[src/rtl/clock_source_pkg.sv]
// package: register map, field layouts, reset values and codes of the clock source unit
package clock_source_pkg;
	localparam int ADDR_W = 2;
	localparam logic [1:0] ADDR_CTRL_ONE = 2'h0;
	localparam logic [1:0] ADDR_CTRL_TWO = 2'h1;
	localparam logic [1:0] ADDR_TRIM = 2'h2;
	localparam logic [1:0] ADDR_STATUS = 2'h3;
	// control one fields
	localparam int SRC_SEL_HI = 7;
	localparam int SRC_SEL_LO = 6;
	localparam int REF_DIV_HI = 5;
	localparam int REF_DIV_LO = 3;
	localparam int REF_SEL_BIT = 2;
	localparam int IR_OUT_EN_BIT = 1;
	localparam int IRSTEN_BIT = 0;
	// control two fields
	localparam int BUS_DIV_HI = 7;
	localparam int BUS_DIV_LO = 6;
	localparam int RANGE_BIT = 5;
	localparam int GAIN_BIT = 4;
	localparam int LPWR_BIT = 3;
	localparam int OSCREQ_BIT = 2;
	localparam int ER_OUT_EN_BIT = 1;
	localparam int ERSTEN_BIT = 0;
	// status fields
	localparam int REFST_BIT = 4;
	localparam int MODEST_HI = 3;
	localparam int MODEST_LO = 2;
	localparam int OSCRDY_BIT = 1;
	localparam int FINE_TRIM_BIT = 0;
	localparam logic [7:0] CTRL_ONE_RESET = 8'h04;
	localparam logic [7:0] CTRL_TWO_RESET = 8'h40;
	localparam logic [7:0] TRIM_DEBUG_RESET = 8'h80;
	localparam logic [7:0] STATUS_RESET = 8'h10;
	localparam logic [2:0] REF_DIV_HIGH_FIRST_RESERVED = 3'h6;
	localparam logic [3:0] REF_DIV_HIGH_SHIFT_BASE = 4'h5;
	localparam int SYNC_STAGES = 2;
	localparam int OSC_STARTUP_CYCLES = 4096;
	typedef enum logic [1:0] {
		SRC_LOOP = 2'b00,
		SRC_INTERNAL = 2'b01,
		SRC_EXTERNAL = 2'b10,
		SRC_RESERVED = 2'b11
	} clock_source_t;
endpackage : clock_source_pkg

[src/rtl/clock_divider.sv]
// power-of-two enable divider: one-cycle pulse every 2**shift source ticks
`timescale 1ns/1ps
module clock_divider #(
	parameter int SHIFT_W = 4
) (
	input wire logic i_clk,
	input wire logic i_reset_n,
	input wire logic i_tick,
	input wire logic [SHIFT_W-1:0] i_shift,
	output logic o_tick
);
	localparam int CNT_W = (1 << SHIFT_W);
	initial begin
		if (SHIFT_W < 1 || SHIFT_W > 4) $error("clock_divider: SHIFT_W out of range");
	end
	logic [CNT_W-1:0] count_q, count_d;
	logic tick_q, tick_d;
	logic [CNT_W-1:0] limit;
	always_comb begin
		limit = (CNT_W'(1) << i_shift) - CNT_W'(1);
		count_d = count_q;
		tick_d = 1'b0;
		if (i_tick) begin
			// new ratio takes effect at once; a count already at or above the new limit gives a pulse on the next source tick
			if (count_q >= limit) begin
				count_d = '0;
				tick_d = 1'b1;
			end else begin
				count_d = count_q + CNT_W'(1);
			end
		end
	end
	always_ff @(posedge i_clk or negedge i_reset_n) begin
		if (!i_reset_n) begin
			count_q <= '0;
			tick_q <= 1'b0;
		end else begin
			count_q <= count_d;
			tick_q <= tick_d;
		end
	end
	assign o_tick = tick_q;
endmodule : clock_divider

[src/rtl/status_sync.sv]
// multi-stage synchroniser that makes status fields lag their controlling bits
`timescale 1ns/1ps
module status_sync #(
	parameter int WIDTH = 3,
	parameter int STAGES = 2
) (
	input wire logic i_clk,
	input wire logic i_reset_n,
	input wire logic [WIDTH-1:0] i_reset_value,
	input wire logic [WIDTH-1:0] i_data,
	output logic [WIDTH-1:0] o_data
);
	initial begin
		if (STAGES < 2) $error("status_sync: need at least two stages");
	end
	logic [WIDTH-1:0] stage_q [STAGES];
	logic [WIDTH-1:0] stage_d [STAGES];
	logic loaded_q;
	always_comb begin
		stage_d[0] = i_data;
		for (int i = 1; i < STAGES; i++) begin
			stage_d[i] = stage_q[i-1];
		end
	end
	// async reset loads constants; the chosen reset value is taken on the first clocked edge
	always_ff @(posedge i_clk or negedge i_reset_n) begin
		if (!i_reset_n) begin
			for (int i = 0; i < STAGES; i++) begin
				stage_q[i] <= '0;
			end
			loaded_q <= 1'b0;
		end else if (!loaded_q) begin
			for (int i = 0; i < STAGES; i++) begin
				stage_q[i] <= i_reset_value;
			end
			loaded_q <= 1'b1;
		end else begin
			for (int i = 0; i < STAGES; i++) begin
				stage_q[i] <= stage_d[i];
			end
		end
	end
	assign o_data = stage_q[STAGES-1];
endmodule : status_sync

[src/rtl/clock_source_unit.sv]
// clock source unit: control registers, source select, dividers and oscillator controls
//
// Operation
// - source field: 00 loop, 01 internal, 10 external; 11 acts as 00
// - low range divides 1..128; high range 32..1024, codes 6,7 reserved
// - reference select bit 1 feeds internal reference to loop, 0 external
// - internal reference clock out active only while its enable is set
// - internal reference runs in stop only if stop-enable and enable set before stop
// - bus divider codes give divide by 1,2,4,8; reset is divide by 2
// - range bit requests high-frequency oscillator range when 1
// - gain bit selects high-gain oscillator operation when 1
// - low-power bit shuts loop in bypass modes unless debug mode active
// - oscillator request bit asks for crystal oscillator when 1, plain clock when 0
// - external reference clock out active only while its enable is set
// - external reference runs in stop only if stop-enable and enable set before stop
// - eight-bit trim sets internal reference period, larger value longer period
// - trim loads factory value at reset, or 0x80 in debug mode
// - an extra fine trim bit lives in the status and control register
// - clock mode status follows source select after synchronisation delay
// - reference status follows reference select after synchronisation delay
// - oscillator ready sets after start-up; clears when enable or request clears
// - fine trim set lengthens period by smallest step, clear shortens it
//
// Chosen here: the plain strobed port and the address map.
`timescale 1ns/1ps
module clock_source_unit
	import clock_source_pkg::*;
#(
	parameter int STARTUP_CYCLES = OSC_STARTUP_CYCLES,
	parameter logic [7:0] FACTORY_TRIM = 8'h80,
	parameter logic FACTORY_FINE_TRIM = 1'b0
) (
	input wire logic i_clk,
	input wire logic i_reset_n,
	input wire logic [ADDR_W-1:0] i_addr,
	input wire logic [7:0] i_wdata,
	input wire logic i_write,
	input wire logic i_read,
	output logic [7:0] o_rdata,
	input wire logic i_debug_mode,
	input wire logic i_stop_mode,
	input wire logic i_loop_tick,
	input wire logic i_internal_ref_tick,
	input wire logic i_external_ref_tick,
	input wire logic i_osc_clock_valid,
	output logic o_bus_clock_tick,
	output logic o_loop_reference_tick,
	output logic o_internal_ref_clock_out,
	output logic o_external_ref_clock_out,
	output logic o_loop_enable,
	output logic o_internal_ref_enable,
	output logic o_osc_enable,
	output logic o_oscillator_request,
	output logic o_oscillator_range_select,
	output logic o_oscillator_gain_select,
	output logic [8:0] o_internal_ref_trim
);
	localparam int STARTUP_W = $clog2(STARTUP_CYCLES + 1);
	initial begin
		if (STARTUP_CYCLES < 1) $error("clock_source_unit: STARTUP_CYCLES must be positive");
	end

	function automatic clock_source_t decode_source(input logic [1:0] code);
		// reserved code falls back to the loop output
		return (code == SRC_RESERVED) ? SRC_LOOP : clock_source_t'(code);
	endfunction : decode_source

	// registers and state
	logic [7:0] ctrl_one_q, ctrl_one_d;
	logic [7:0] ctrl_two_q, ctrl_two_d;
	logic [7:0] trim_q, trim_d;
	logic fine_trim_q, fine_trim_d;
	logic [7:0] rdata_q, rdata_d;
	logic trim_loaded_q, trim_loaded_d;
	logic stop_q, stop_d;
	logic ir_stop_keep_q, ir_stop_keep_d;
	logic er_stop_keep_q, er_stop_keep_d;
	logic osc_ready_q, osc_ready_d;
	logic [STARTUP_W-1:0] startup_q, startup_d;
	clock_source_t source_q, source_d;
	logic [1:0] bus_clock_divider_q, bus_clock_divider_d;

	logic [2:0] status_now;
	logic [2:0] status_sync_out;
	logic [2:0] status_reset_value;
	logic [3:0] ref_shift;
	logic ref_div_tick;
	logic bus_div_tick;
	logic source_tick;
	logic [7:0] status_read;

	always_comb begin
		ctrl_one_d = ctrl_one_q;
		ctrl_two_d = ctrl_two_q;
		trim_d = trim_q;
		fine_trim_d = fine_trim_q;
		trim_loaded_d = 1'b1;
		rdata_d = rdata_q;
		if (!trim_loaded_q) begin
			// trim is caught once after reset release, from factory or debug default
			trim_d = i_debug_mode ? TRIM_DEBUG_RESET : FACTORY_TRIM;
			fine_trim_d = i_debug_mode ? 1'b0 : FACTORY_FINE_TRIM;
		end
		if (i_write) begin
			unique case (i_addr)
				ADDR_CTRL_ONE: ctrl_one_d = i_wdata;
				ADDR_CTRL_TWO: ctrl_two_d = i_wdata;
				ADDR_TRIM: trim_d = i_wdata;
				ADDR_STATUS: fine_trim_d = i_wdata[FINE_TRIM_BIT];
			endcase
		end
		if (i_read) begin
			unique case (i_addr)
				ADDR_CTRL_ONE: rdata_d = ctrl_one_q;
				ADDR_CTRL_TWO: rdata_d = ctrl_two_q;
				ADDR_TRIM: rdata_d = trim_q;
				ADDR_STATUS: rdata_d = status_read;
			endcase
		end
	end

	always_ff @(posedge i_clk or negedge i_reset_n) begin
		if (!i_reset_n) begin
			ctrl_one_q <= CTRL_ONE_RESET;
			ctrl_two_q <= CTRL_TWO_RESET;
			trim_q <= TRIM_DEBUG_RESET;
			fine_trim_q <= 1'b0;
			trim_loaded_q <= 1'b0;
			rdata_q <= 8'h00;
		end else begin
			ctrl_one_q <= ctrl_one_d;
			ctrl_two_q <= ctrl_two_d;
			trim_q <= trim_d;
			fine_trim_q <= fine_trim_d;
			trim_loaded_q <= trim_loaded_d;
			rdata_q <= rdata_d;
		end
	end

	// status lags control through the synchroniser
	assign status_now = {ctrl_one_q[REF_SEL_BIT],
		decode_source(ctrl_one_q[SRC_SEL_HI:SRC_SEL_LO])};
	assign status_reset_value = {STATUS_RESET[REFST_BIT], STATUS_RESET[MODEST_HI:MODEST_LO]};

	status_sync #(
		.WIDTH(3),
		.STAGES(SYNC_STAGES)
	) u_status_sync (
		.i_clk(i_clk),
		.i_reset_n(i_reset_n),
		.i_reset_value(status_reset_value),
		.i_data(status_now),
		.o_data(status_sync_out)
	);

	always_comb begin
		status_read = 8'h00;
		status_read[REFST_BIT] = status_sync_out[2];
		status_read[MODEST_HI:MODEST_LO] = status_sync_out[1:0];
		status_read[OSCRDY_BIT] = osc_ready_q;
		status_read[FINE_TRIM_BIT] = fine_trim_q;
	end

	// oscillator start-up and stop-mode capture
	logic osc_wanted;
	logic external_in_use;
	always_comb begin
		external_in_use = ctrl_two_q[ER_OUT_EN_BIT] || !ctrl_one_q[REF_SEL_BIT]
			|| (source_q == SRC_EXTERNAL);
		osc_wanted = ctrl_two_q[OSCREQ_BIT] && ctrl_two_q[ER_OUT_EN_BIT];
		stop_d = i_stop_mode;
		ir_stop_keep_d = ir_stop_keep_q;
		er_stop_keep_d = er_stop_keep_q;
		if (i_stop_mode && !stop_q) begin
			// enables are sampled at the entry into stop, not during it
			ir_stop_keep_d = ctrl_one_q[IRSTEN_BIT] && ctrl_one_q[IR_OUT_EN_BIT];
			er_stop_keep_d = ctrl_two_q[ERSTEN_BIT] && ctrl_two_q[ER_OUT_EN_BIT];
		end
		startup_d = startup_q;
		osc_ready_d = osc_ready_q;
		if (!osc_wanted) begin
			osc_ready_d = 1'b0;
			startup_d = '0;
		end else if (external_in_use && ctrl_two_q[OSCREQ_BIT] && !osc_ready_q
				&& i_osc_clock_valid) begin
			if (startup_q == STARTUP_W'(STARTUP_CYCLES - 1)) begin
				osc_ready_d = 1'b1;
			end else begin
				startup_d = startup_q + STARTUP_W'(1);
			end
		end
	end

	always_ff @(posedge i_clk or negedge i_reset_n) begin
		if (!i_reset_n) begin
			stop_q <= 1'b0;
			ir_stop_keep_q <= 1'b0;
			er_stop_keep_q <= 1'b0;
			startup_q <= '0;
			osc_ready_q <= 1'b0;
		end else begin
			stop_q <= stop_d;
			ir_stop_keep_q <= ir_stop_keep_d;
			er_stop_keep_q <= er_stop_keep_d;
			startup_q <= startup_d;
			osc_ready_q <= osc_ready_d;
		end
	end

	// external reference divider for the loop
	always_comb begin
		if (ctrl_two_q[RANGE_BIT]) begin
			// reserved high-range codes clamp to the largest legal ratio
			ref_shift = (ctrl_one_q[REF_DIV_HI:REF_DIV_LO] >= REF_DIV_HIGH_FIRST_RESERVED)
				? REF_DIV_HIGH_SHIFT_BASE + 4'(REF_DIV_HIGH_FIRST_RESERVED - 3'h1)
				: REF_DIV_HIGH_SHIFT_BASE + 4'(ctrl_one_q[REF_DIV_HI:REF_DIV_LO]);
		end else begin
			ref_shift = 4'(ctrl_one_q[REF_DIV_HI:REF_DIV_LO]);
		end
	end

	clock_divider #(
		.SHIFT_W(4)
	) u_ref_divider (
		.i_clk(i_clk),
		.i_reset_n(i_reset_n),
		.i_tick(i_external_ref_tick),
		.i_shift(ref_shift),
		.o_tick(ref_div_tick)
	);

	// source and bus divider are switched only on a bus period boundary
	always_comb begin
		source_d = source_q;
		bus_clock_divider_d = bus_clock_divider_q;
		if (bus_div_tick) begin
			source_d = decode_source(ctrl_one_q[SRC_SEL_HI:SRC_SEL_LO]);
			bus_clock_divider_d = ctrl_two_q[BUS_DIV_HI:BUS_DIV_LO];
		end
	end

	always_ff @(posedge i_clk or negedge i_reset_n) begin
		if (!i_reset_n) begin
			source_q <= SRC_LOOP;
			bus_clock_divider_q <= CTRL_TWO_RESET[BUS_DIV_HI:BUS_DIV_LO];
		end else begin
			source_q <= source_d;
			bus_clock_divider_q <= bus_clock_divider_d;
		end
	end

	always_comb begin
		unique case (source_q)
			SRC_INTERNAL: source_tick = i_internal_ref_tick;
			SRC_EXTERNAL: source_tick = i_external_ref_tick;
			default: source_tick = i_loop_tick;
		endcase
	end

	clock_divider #(
		.SHIFT_W(2)
	) u_bus_divider (
		.i_clk(i_clk),
		.i_reset_n(i_reset_n),
		.i_tick(source_tick),
		.i_shift(bus_clock_divider_q),
		.o_tick(bus_div_tick)
	);

	// registered outputs
	always_ff @(posedge i_clk or negedge i_reset_n) begin
		if (!i_reset_n) begin
			o_bus_clock_tick <= 1'b0;
			o_loop_reference_tick <= 1'b0;
			o_internal_ref_clock_out <= 1'b0;
			o_external_ref_clock_out <= 1'b0;
			o_loop_enable <= 1'b1;
			o_internal_ref_enable <= 1'b1;
			o_osc_enable <= 1'b0;
			o_oscillator_request <= 1'b0;
			o_oscillator_range_select <= 1'b0;
			o_oscillator_gain_select <= 1'b0;
			o_internal_ref_trim <= {TRIM_DEBUG_RESET, 1'b0};
		end else begin
			o_bus_clock_tick <= bus_div_tick && !i_stop_mode;
			o_loop_reference_tick <= ctrl_one_q[REF_SEL_BIT] ? i_internal_ref_tick
				: ref_div_tick;
			o_internal_ref_clock_out <= i_internal_ref_tick && ctrl_one_q[IR_OUT_EN_BIT]
				&& (!i_stop_mode || ir_stop_keep_q);
			o_external_ref_clock_out <= i_external_ref_tick && ctrl_two_q[ER_OUT_EN_BIT]
				&& (!i_stop_mode || er_stop_keep_q);
			o_loop_enable <= !i_stop_mode && !(source_q != SRC_LOOP
				&& ctrl_two_q[LPWR_BIT] && !i_debug_mode);
			o_internal_ref_enable <= i_stop_mode ? ir_stop_keep_q
				: (ctrl_one_q[IR_OUT_EN_BIT] || ctrl_one_q[REF_SEL_BIT]
				|| source_q == SRC_INTERNAL);
			o_osc_enable <= i_stop_mode ? er_stop_keep_q
				: external_in_use;
			o_oscillator_request <= ctrl_two_q[OSCREQ_BIT];
			o_oscillator_range_select <= ctrl_two_q[RANGE_BIT];
			o_oscillator_gain_select <= ctrl_two_q[GAIN_BIT];
			o_internal_ref_trim <= {trim_q, fine_trim_q};
		end
	end

	assign o_rdata = rdata_q;
endmodule : clock_source_unit

[config.mk]
export PLATFORM = sky130hd
export DESIGN_NAME = clock_source_unit
export DESIGN_NICKNAME = d
export VERILOG_FILES = /design/src/rtl/clock_source_pkg.sv /design/src/rtl/clock_divider.sv /design/src/rtl/status_sync.sv /design/src/rtl/clock_source_unit.sv
export SDC_FILE = /design/constraint.sdc
export NUM_CORES = 1
export LEC_CHECK = 0
export BUFFER_PORTS_ARGS = -buffer_cell sky130_fd_sc_hd__buf_2
export CELL_PAD_IN_SITES_DETAIL_PLACEMENT = 1
export CELL_PAD_IN_SITES_GLOBAL_PLACEMENT = 2
export CORE_MARGIN = 8
export CORE_UTILIZATION = 40
export DETAILED_ROUTE_END_ITERATION = 10
export GPL_ROUTABILITY_DRIVEN = 0
export PLACE_DENSITY_LB_ADDON = 0.08
export SLEW_MARGIN = 20
export SYNTH_ARGS = -nofsm -noshare
export SYNTH_HDL_FRONTEND = slang
export SYNTH_HIERARCHICAL = 1
export SYNTH_SLANG_ARGS = --single-unit
[constraint.sdc]
create_clock -name i_clk -period 4.7 [get_ports i_clk]
set_input_delay 0 -clock i_clk [delete_from_list [all_inputs] [get_ports i_clk]]
set_output_delay 0 -clock i_clk [all_outputs]
set_load 0.01 [all_outputs]
# Word-level counts from Yosys, hierarchy flattened

Cells that the tools add are included.

Bits in registers: 102
Output and inout port bits: 27

Magnitude comparators: 3
$add $sub $neg: 6
Reductions and logical operators: 33
Shift operators: 2
Multiplexer cells: 27
Eq/ne operators: 10

Operators with widths:

| operator              | number |
|---|---|
| $mux 13               | 3 |
| $pmux 8 s4            | 1 |
| $mux 8                | 3 |
| $add 16x1->16 const B | 1 |
| $ge 16x16->1          | 1 |
| $mux 16               | 1 |
| $shl 1x4->16 const A  | 1 |
| $sub 16x2->16 const B | 1 |
| $logic_and 1x1->1     | 15 |
| $add 13x1->13 const B | 1 |
| $eq 13x12->1 const B  | 1 |
| $mux 1                | 13 |
| $mux 4                | 3 |
| $eq 2x2->1 const B    | 4 |
| $reduce_and 2->1      | 4 |
| $logic_not 1->1       | 6 |
| $logic_or 1x1->1      | 6 |
| $mux 6                | 1 |
| $add 3x3->4 const A   | 1 |
| $add 4x1->4 const B   | 1 |
| $eq 2x1->1 const B    | 2 |
| $ge 4x4->1            | 1 |
| $ne 2x1->1 const B    | 2 |
| $shl 1x2->4 const A   | 1 |
| other kinds (7)       | 7 |

# Logic depth before layout (Yosys ltp)

Depth after elaboration: 8
Gate-level depth with buffers: 20
Mapped depth without buffers: 18

# Modules after synthesis

The synthesis kept the hierarchy.

By module, submodules not included:

| module                        | instances | sequential area each (µm²) | cells an instance | area each (µm²) |
|---|---|---|---|---|
| clock_source_unit             | 1         | 1,860.5                    | 278               | 3,304.4 |
| clock_divider (u_ref_divider) | 1         | 425.4                      | 157               | 1,402.6 |
| clock_divider (u_bus_divider) | 1         | 125.1                      | 35                | 332.8 |
| status_sync                   | 1         | 175.2                      | 15                | 280.3 |

# Least setup slack after synthesis

Ideal clock, no wire load.

Kind: register to register
Start: reg ctrl_one_q[3]
End: reg u_ref_divider.count_q[12]
Cell stages (with the launch flop): 21
Library setup time: 0.119 ns
Arrival: 3.396 ns
Data required time: 4.581 ns
Setup slack: 1.186 ns
Cell sequence: dfrtp_1 > inv_1 > ha_1 > o21ai_0 > nand3_1 > o21ai_0 > clkbuf_1 > nand2_1 > ha_1 > clkbuf_1 > nor4b_1 > a21oi_1 > o22a_1 > ha_1 > nand2_1 > nor3_1 > nor4_2 > o21ai_1 > and2_4 > buf_6 > nor2_1

Cells in the longest elaborated chain, start to end: 7

Ends and longest elaborated chain:

| element                                          | line                                               | RTL |
|---|---|---|
| start, declared                                  | clock_source_unit.sv:69                            | `logic [7:0] ctrl_one_q, ctrl_one_d;` |
| start signal, assigned                           | clock_source_unit.sv:131                           | `ctrl_one_q <= ctrl_one_d;` |
| $add 3x3->4 / $ge 3x3->1 (equally long branches) | clock_source_unit.sv:216, clock_source_unit.sv:214 |  |
| $mux 4                                           | clock_source_unit.sv:215                           | `? REF_DIV_HIGH_SHIFT_BASE + 4'(REF_DIV_HIGH_FIRST_RESERVED - 3'h1)` |
| $mux 4 (*)                                       | clock_source_unit.sv:212                           | `if (ctrl_two_q[RANGE_BIT]) begin` |
| net ref_shift[0]                                 | clock_source_unit.sv:86                            | `logic [3:0] ref_shift;` |
| $shl 1x4->16 (*)                                 | clock_divider.sv:20                                | `limit = (CNT_W'(1) << i_shift) - CNT_W'(1);` |
| $sub 16x2->16 (*)                                | clock_divider.sv:20                                |  |
| $ge 16x16->1 (*)                                 | clock_divider.sv:25                                | `if (count_q >= limit) begin` |
| $mux 16 (*)                                      | clock_divider.sv:25                                |  |
| end signal, assigned                             | clock_divider.sv:38                                | `count_q <= count_d;` |
| end, declared                                    | clock_divider.sv:16                                | `logic [CNT_W-1:0] count_q, count_d;` |

Mark *: on every way through the listed nets, which the timed path passes. The rest lies on a longest branch.
A chain may end at the register's enable or synchronous reset.

# Worst setup path in the final report

Start: reg ctrl_one_q[3]
End: reg u_ref_divider.count_q[0]

Cells in the longest elaborated chain, start to end: 7

Ends and longest elaborated chain:

| element                                          | line |
|---|---|
| $add 3x3->4 / $ge 3x3->1 (equally long branches) | clock_source_unit.sv:216, clock_source_unit.sv:214 |
| $mux 4 (*)                                       | clock_source_unit.sv:215 |
| $mux 4 (*)                                       | clock_source_unit.sv:212 |
| net ref_shift[1]                                 | clock_source_unit.sv:86 |
| $shl 1x4->16 (*)                                 | clock_divider.sv:20 |
| $sub 16x2->16 (*)                                | clock_divider.sv:20 |
| $ge 16x16->1 (*)                                 | clock_divider.sv:25 |
| $mux 16 (*)                                      | clock_divider.sv:25 |

Marks and branches as above.

==> flow_summary.html <==
<table>
<tr><th>Metric</th><th>Value</th></tr>
<tr><th colspan="2">Outcome</th></tr>
<tr><td>Run status</td><td>completed</td></tr>
<tr><th colspan="2">Synth</th></tr>
<tr><td>Post-synth EDFFs</td><td>0</td></tr>
<tr><td>Synthesized instance count</td><td>~490</td></tr>
<tr><td>Post-synthesis share of cell area spent on xor and xnor gates</td><td>about 2.1%</td></tr>
<tr><td>Number of distinct library cells after synthesis</td><td>73</td></tr>
<tr><td>Top FF cell, synth</td><td>dfrtp_1</td></tr>
<tr><td>Compound-Gate Fraction of Synth Area</td><td>about 11%</td></tr>
<tr><td>Synth warn</td><td>6</td></tr>
<tr><td>Fraction of the mapped netlist area in simple logic gates</td><td>a little under a fifth</td></tr>
<tr><td>Seq cells post-synth</td><td>about 100</td></tr>
<tr><td>Post-Synthesis Mean Instance Area</td><td>11.0 um^2</td></tr>
<tr><td>Share of synthesized flip-flops with an asynchronous set or reset</td><td>100%</td></tr>
<tr><td>Synth Cell Area</td><td>roughly 5300 um^2</td></tr>
<tr><td>Portion of the post-synthesis area used by sequential elements</td><td>about half</td></tr>
<tr><td>Largest family of logic cells by synthesized area</td><td>simple AND/OR/NAND/NOR gates</td></tr>
<tr><td>Mux contribution to synthesized area</td><td>9.20%</td></tr>
<tr><td>Adder-cell area share of the yosys netlist</td><td>6.82%</td></tr>
<tr><th colspan="2">Worst setup path</th></tr>
<tr><td>Endpoint type of the worst setup path</td><td>register</td></tr>
<tr><td>Data arrival time of the critical path</td><td>~4.3 ns</td></tr>
<tr><td>Data required time at the worst endpoint</td><td>4.94 ns</td></tr>
<tr><td>Launching element type of the critical path</td><td>register</td></tr>
<tr><td>Critical path class</td><td>register to register</td></tr>
<tr><td>Reg-to-reg setup timing slack</td><td>between 0.6 and 0.7 ns</td></tr>
<tr><td>Crit-path max FO</td><td>13</td></tr>
<tr><th colspan="2">CTS</th></tr>
<tr><td>Clock tree from TritonCTS</td><td>done</td></tr>
<tr><td>Cts bufs inserted</td><td>9</td></tr>
<tr><td>Cell at the root of the clock tree</td><td>clkbuf_16</td></tr>
<tr><td>Number of setup buffers added after CTS</td><td>0</td></tr>
<tr><td>Maximum root-to-sink buffer count</td><td>2</td></tr>
<tr><td>H-tree depth</td><td>3</td></tr>
<tr><td>Worst-path clk slew</td><td>roughly 0.07 ns</td></tr>
<tr><td>Later-pin clock latency in the skew report</td><td>0.36 ns</td></tr>
<tr><td>Clock net sink count</td><td>approximately 100</td></tr>
<tr><th colspan="2">Power</th></tr>
<tr><td>P per Cell Area</td><td>448 nW/um^2</td></tr>
<tr><td>Switching Share</td><td>33.3%</td></tr>
<tr><td>Worst IR Drop VDD</td><td>214 uV</td></tr>
<tr><td>Part of the total power dissipated in sequential elements</td><td>between 40% and 50%</td></tr>
<tr><td>Fraction of power consumed by the clock network</td><td>30.2%</td></tr>
<tr><td>Internal power component</td><td>between 1500 and 2000 uW</td></tr>
<tr><td>Total leakage power</td><td>between 0.002 and 0.003 uW</td></tr>
<tr><td>Relative contribution of combinational cells to total power</td><td>~28%</td></tr>
<tr><td>Switching power total</td><td>slightly above 900 uW</td></tr>
<tr><th colspan="2">Worst hold path</th></tr>
<tr><td>Class of the tightest hold or removal check</td><td>primary input to register</td></tr>
<tr><th colspan="2">Final layout</th></tr>
<tr><td>Antenna fix cells</td><td>0</td></tr>
<tr><td>Fin nets</td><td>about 600</td></tr>
<tr><td>Area taken by flip-flops and latches</td><td>2590 um^2</td></tr>
<tr><td>Share of final-layout standard cells stronger than drive strength 1</td><td>between 20% and 30%</td></tr>
<tr><td>Layout-stage area growth over the synthesis result</td><td>16.8%</td></tr>
<tr><td>Fin util</td><td>approximately 47%</td></tr>
<tr><td>Final-layout fill cell count</td><td>about 1500</td></tr>
<tr><td>Footprint of the multi-input gates</td><td>around 2600 um^2</td></tr>
<tr><th colspan="2">Timing</th></tr>
<tr><td>Tightest slew margin relative to the limit</td><td>a little over two fifths</td></tr>
<tr><td>Total negative slack for setup checks</td><td>0 ns</td></tr>
<tr><td>Number of endpoints with negative hold slack in the final report</td><td>0</td></tr>
<tr><td>Post-route fraction of the period consumed by the critical path</td><td>between 80 and 90%</td></tr>
<tr><td>Setup repair after global routing missed its margin</td><td>no</td></tr>
<tr><td>Maximum clock rate</td><td>approximately 250 MHz</td></tr>
<tr><td>Max-slew violations</td><td>0</td></tr>
<tr><td>Setup-violating endpoint count in the final report</td><td>0</td></tr>
<tr><td>Time the final worst path needs with I/O delays and setup</td><td>about 4 ns</td></tr>
<tr><td>Clock skew after layout</td><td>0.00980 ns</td></tr>
<tr><td>Pin slew with the least headroom to its limit</td><td>between 0.8 and 0.9 ns</td></tr>
<tr><th colspan="2">Detailed routing</th></tr>
<tr><td>Count of TritonRoute iterations in the first routing pass</td><td>4</td></tr>
<tr><td>Remaining antenna violation count after routing</td><td>0</td></tr>
<tr><td>Average routed wire per standard cell</td><td>roughly 17 um</td></tr>
<tr><td>Detailed router's first-iteration violation count</td><td>169</td></tr>
<tr><td>Vias after detailed routing</td><td>3841</td></tr>
<tr><td>Vias per inst</td><td>5.27</td></tr>
<tr><td>DR DRC count</td><td>0</td></tr>
<tr><td>Post-detailed-routing wire length</td><td>12700 um</td></tr>
<tr><th colspan="2">Floorplan</th></tr>
<tr><td>Total Die Area</td><td>between 15000 and 20000 um^2</td></tr>
<tr><td>Number of ports placed on the die boundary</td><td>47</td></tr>
<tr><td>Effective utilization at floorplan</td><td>a little over 40%</td></tr>
<tr><td>Num rows</td><td>42</td></tr>
<tr><td>Die extent in y</td><td>approximately 130 um</td></tr>
<tr><td>Core area</td><td>~13000 um^2</td></tr>
<tr><td>Die width</td><td>between 100 and 150 um</td></tr>
<tr><th colspan="2">Global route</th></tr>
<tr><td>First-pass GRT wire length</td><td>21900 um</td></tr>
<tr><td>Global-route congestion overflow total</td><td>0</td></tr>
<tr><td>Number of global-route vias before repair</td><td>roughly 4300</td></tr>
<tr><td>Antenna violations before repair</td><td>0</td></tr>
<tr><td>GRT Util Overall</td><td>roughly 15%</td></tr>
<tr><td>Pin count of the biggest net entering global routing</td><td>between 60 and 70</td></tr>
<tr><th colspan="2">Run</th></tr>
<tr><td>Count of max-cap constraint violations</td><td>0</td></tr>
<tr><th colspan="2">Placement</th></tr>
<tr><td>Quantity of I/O buffers inserted on ports</td><td>between 40 and 50</td></tr>
<tr><td>Detailed placer's ending HPWL</td><td>between 9000 and 10000 um</td></tr>
</table>
synthesized netlist by cell type (all sizes together) (4+ instances only):
cell type | number | share of area [%]
a21oi | 31 | 2.9
o31ai | 9 | 1.3
nand3 | 15 | 1.5
buf | 9 | 1.1
nor2b | 7 | 0.82
or4 | 8 | 1.2
nor3 | 6 | 0.56
xor2 | 7 | 1.2
nor2 | 34 | 2.8
mux2i | 5 | 0.94
dfstp | 7 | 3.5
mux4 | 5 | 2.1
inv | 15 | 1.1
nor3b | 4 | 0.87
nand4 | 10 | 1.7
nor4 | 7 | 1.9
and2 | 4 | 0.52
ha | 29 | 6.8
xnor2 | 6 | 0.99
and3 | 6 | 0.82
nand2b | 7 | 0.96
conb | 5 | 0.35
nand2 | 49 | 3.6
clkbuf | 8 | 0.56
dfrtp | 96 | 45
o21ai | 34 | 3.3
mux2 | 27 | 6.1
power by group through the flow:
stage               clock [uW]  sequential, uW  combinational (uW)
finish                     839            1160                 786
global route               893            1180                 898
CTS                        861            1160                 801
detailed placement           0            1180                 787
global placement             0            1170                 754
floorplan                    0            1140                 568
worst max-delay path: stages, from the launching register on:
cell and delay [ns]:
dfrtp_1 0.39, inv_1 0.10, ha_1 0.29, inv_1 0.05
o21ai_0 0.14, a2bb2oi_1 0.10, buf_4 0.18, nor3_1 0.32
nand2b_1 0.14, ha_1 0.32, nor4b_1 0.32, a21oi_1 0.07
o22a_1 0.21, ha_1 0.27, nand2_1 0.07, nor2_1 0.09
nand3_1 0.09, o21ai_1 0.37, nor2_1 0.13, mux2_2 0.29
state kept, by name, indices dropped and copies added (netlist names), 2 cells and up:
| name | count |
|---|---|
| u_ref_divider/count_q | 16 |
| startup_q | 13 |
| o_internal_ref_trim | 9 |
| ctrl_one_q | 8 |
| ctrl_two_q | 8 |
| o_rdata | 8 |
| trim_q | 8 |
| u_bus_divider/count_q | 4 |
| u_status_sync/o_data | 3 |
| u_status_sync/stage_d | 3 |
| bus_clock_divider_q | 2 |
| source_q | 2 |
final timing paths:
| path | start | endpoint | cells past startpoint |
|---|---|---|---|
| max | ctrl_one_q[3] | u_ref_divider/count_q[0] | 19 |
| max in group asynchronous | i_reset_n | ctrl_one_q[2] | 3 |
| max reg2reg | ctrl_one_q[3] | u_ref_divider/count_q[0] | 19 |
| min in group asynchronous | i_reset_n | u_ref_divider/count_q[0] | 2 |
| min | i_external_ref_tick | u_ref_divider/count_q[1] | 3 |
| min reg2reg | trim_q[7] | o_internal_ref_trim[8] | 0 |
per-layer routing:
| layer | wire, um | GRT usage (%) | up-vias |
|---|---|---|---|
| li1 | - | - | 1855 |
| met5 | 0 | 0 | - |
| met1 | 5910 | 19.2 | 1927 |
| met3 | 439 | 4.50 | 13 |
| met4 | 133 | 3.51 | 0 |
| met2 | 6260 | 26.1 | 46 |
area by class of cell:
cell class,instances,area share (%)
clock inverter,7,1.83
tap,176,3.54
multi-input combinational,355,42.0
clock buffer,9,3.63
inverter,15,0.906
timing repair buffer,64,6.45
sequential,103,41.6
cell usage in the layout (no fill, tap or decap), types with 7 or more instances in the layout:
| cell | netlist | final |
|---|---|---|
| dfrtp_1 | 96 | 96 |
| nand2_1 | 48 | 48 |
| buf_2 | 6 | 45 |
| a21oi_1 | 31 | 31 |
| ha_1 | 29 | 29 |
| nor2_1 | 26 | 26 |
| o21ai_0 | 18 | 18 |
| inv_1 | 14 | 14 |
| nand3_1 | 14 | 14 |
| o21ai_1 | 14 | 14 |
| dlygate4sd3_1 | 0 | 13 |
| mux2_1 | 12 | 12 |
| conb_1 | 5 | 10 |
| o31ai_1 | 9 | 9 |
| mux2_2 | 9 | 9 |
| clkbuf_16 | 0 | 9 |
| nor2_2 | 8 | 8 |
| nand4_1 | 8 | 8 |
| nor2b_1 | 7 | 7 |
| or4_1 | 7 | 7 |
| dfstp_2 | 7 | 7 |
| xor2_1 | 7 | 7 |
metrics by stage:
stage	worst slack (ns)	area (um^2)	std cells	power (uW)	hold WS, ns
3_3_place_gp	0.908	5740	700	1920	0.153
6_report	0.679	6210	729	2780	0.00776
4_1_cts	0.689	6210	729	2820	0.00152
3_5_place_dp	0.711	5740	700	1960	0.162
2_1_floorplan	1.19	5340	490	1710	-0.296
5_1_grt	0.202	6210	729	2970	0.0188
cells by family (layout without fill, tap and decap cells):
family / Yosys count / count (layout)
AND/OR/NAND/NOR: 169 / 169
flip-flops: 103 / 103
AO/OA/AOI/OAI: 97 / 97
multiplexers: 37 / 37
buffers and inverters: 32 / 95
adder cells (fa/ha/maj): 29 / 29
XOR/XNOR: 13 / 13
other: 5 / 10
what timing repair did:
item | in CTS | in global routing
resized for setup | 0 | 0
hold endpoints to repair | 86 | 0
hold buffers | 13 | 0
Power figures use the tool's default switching activity.
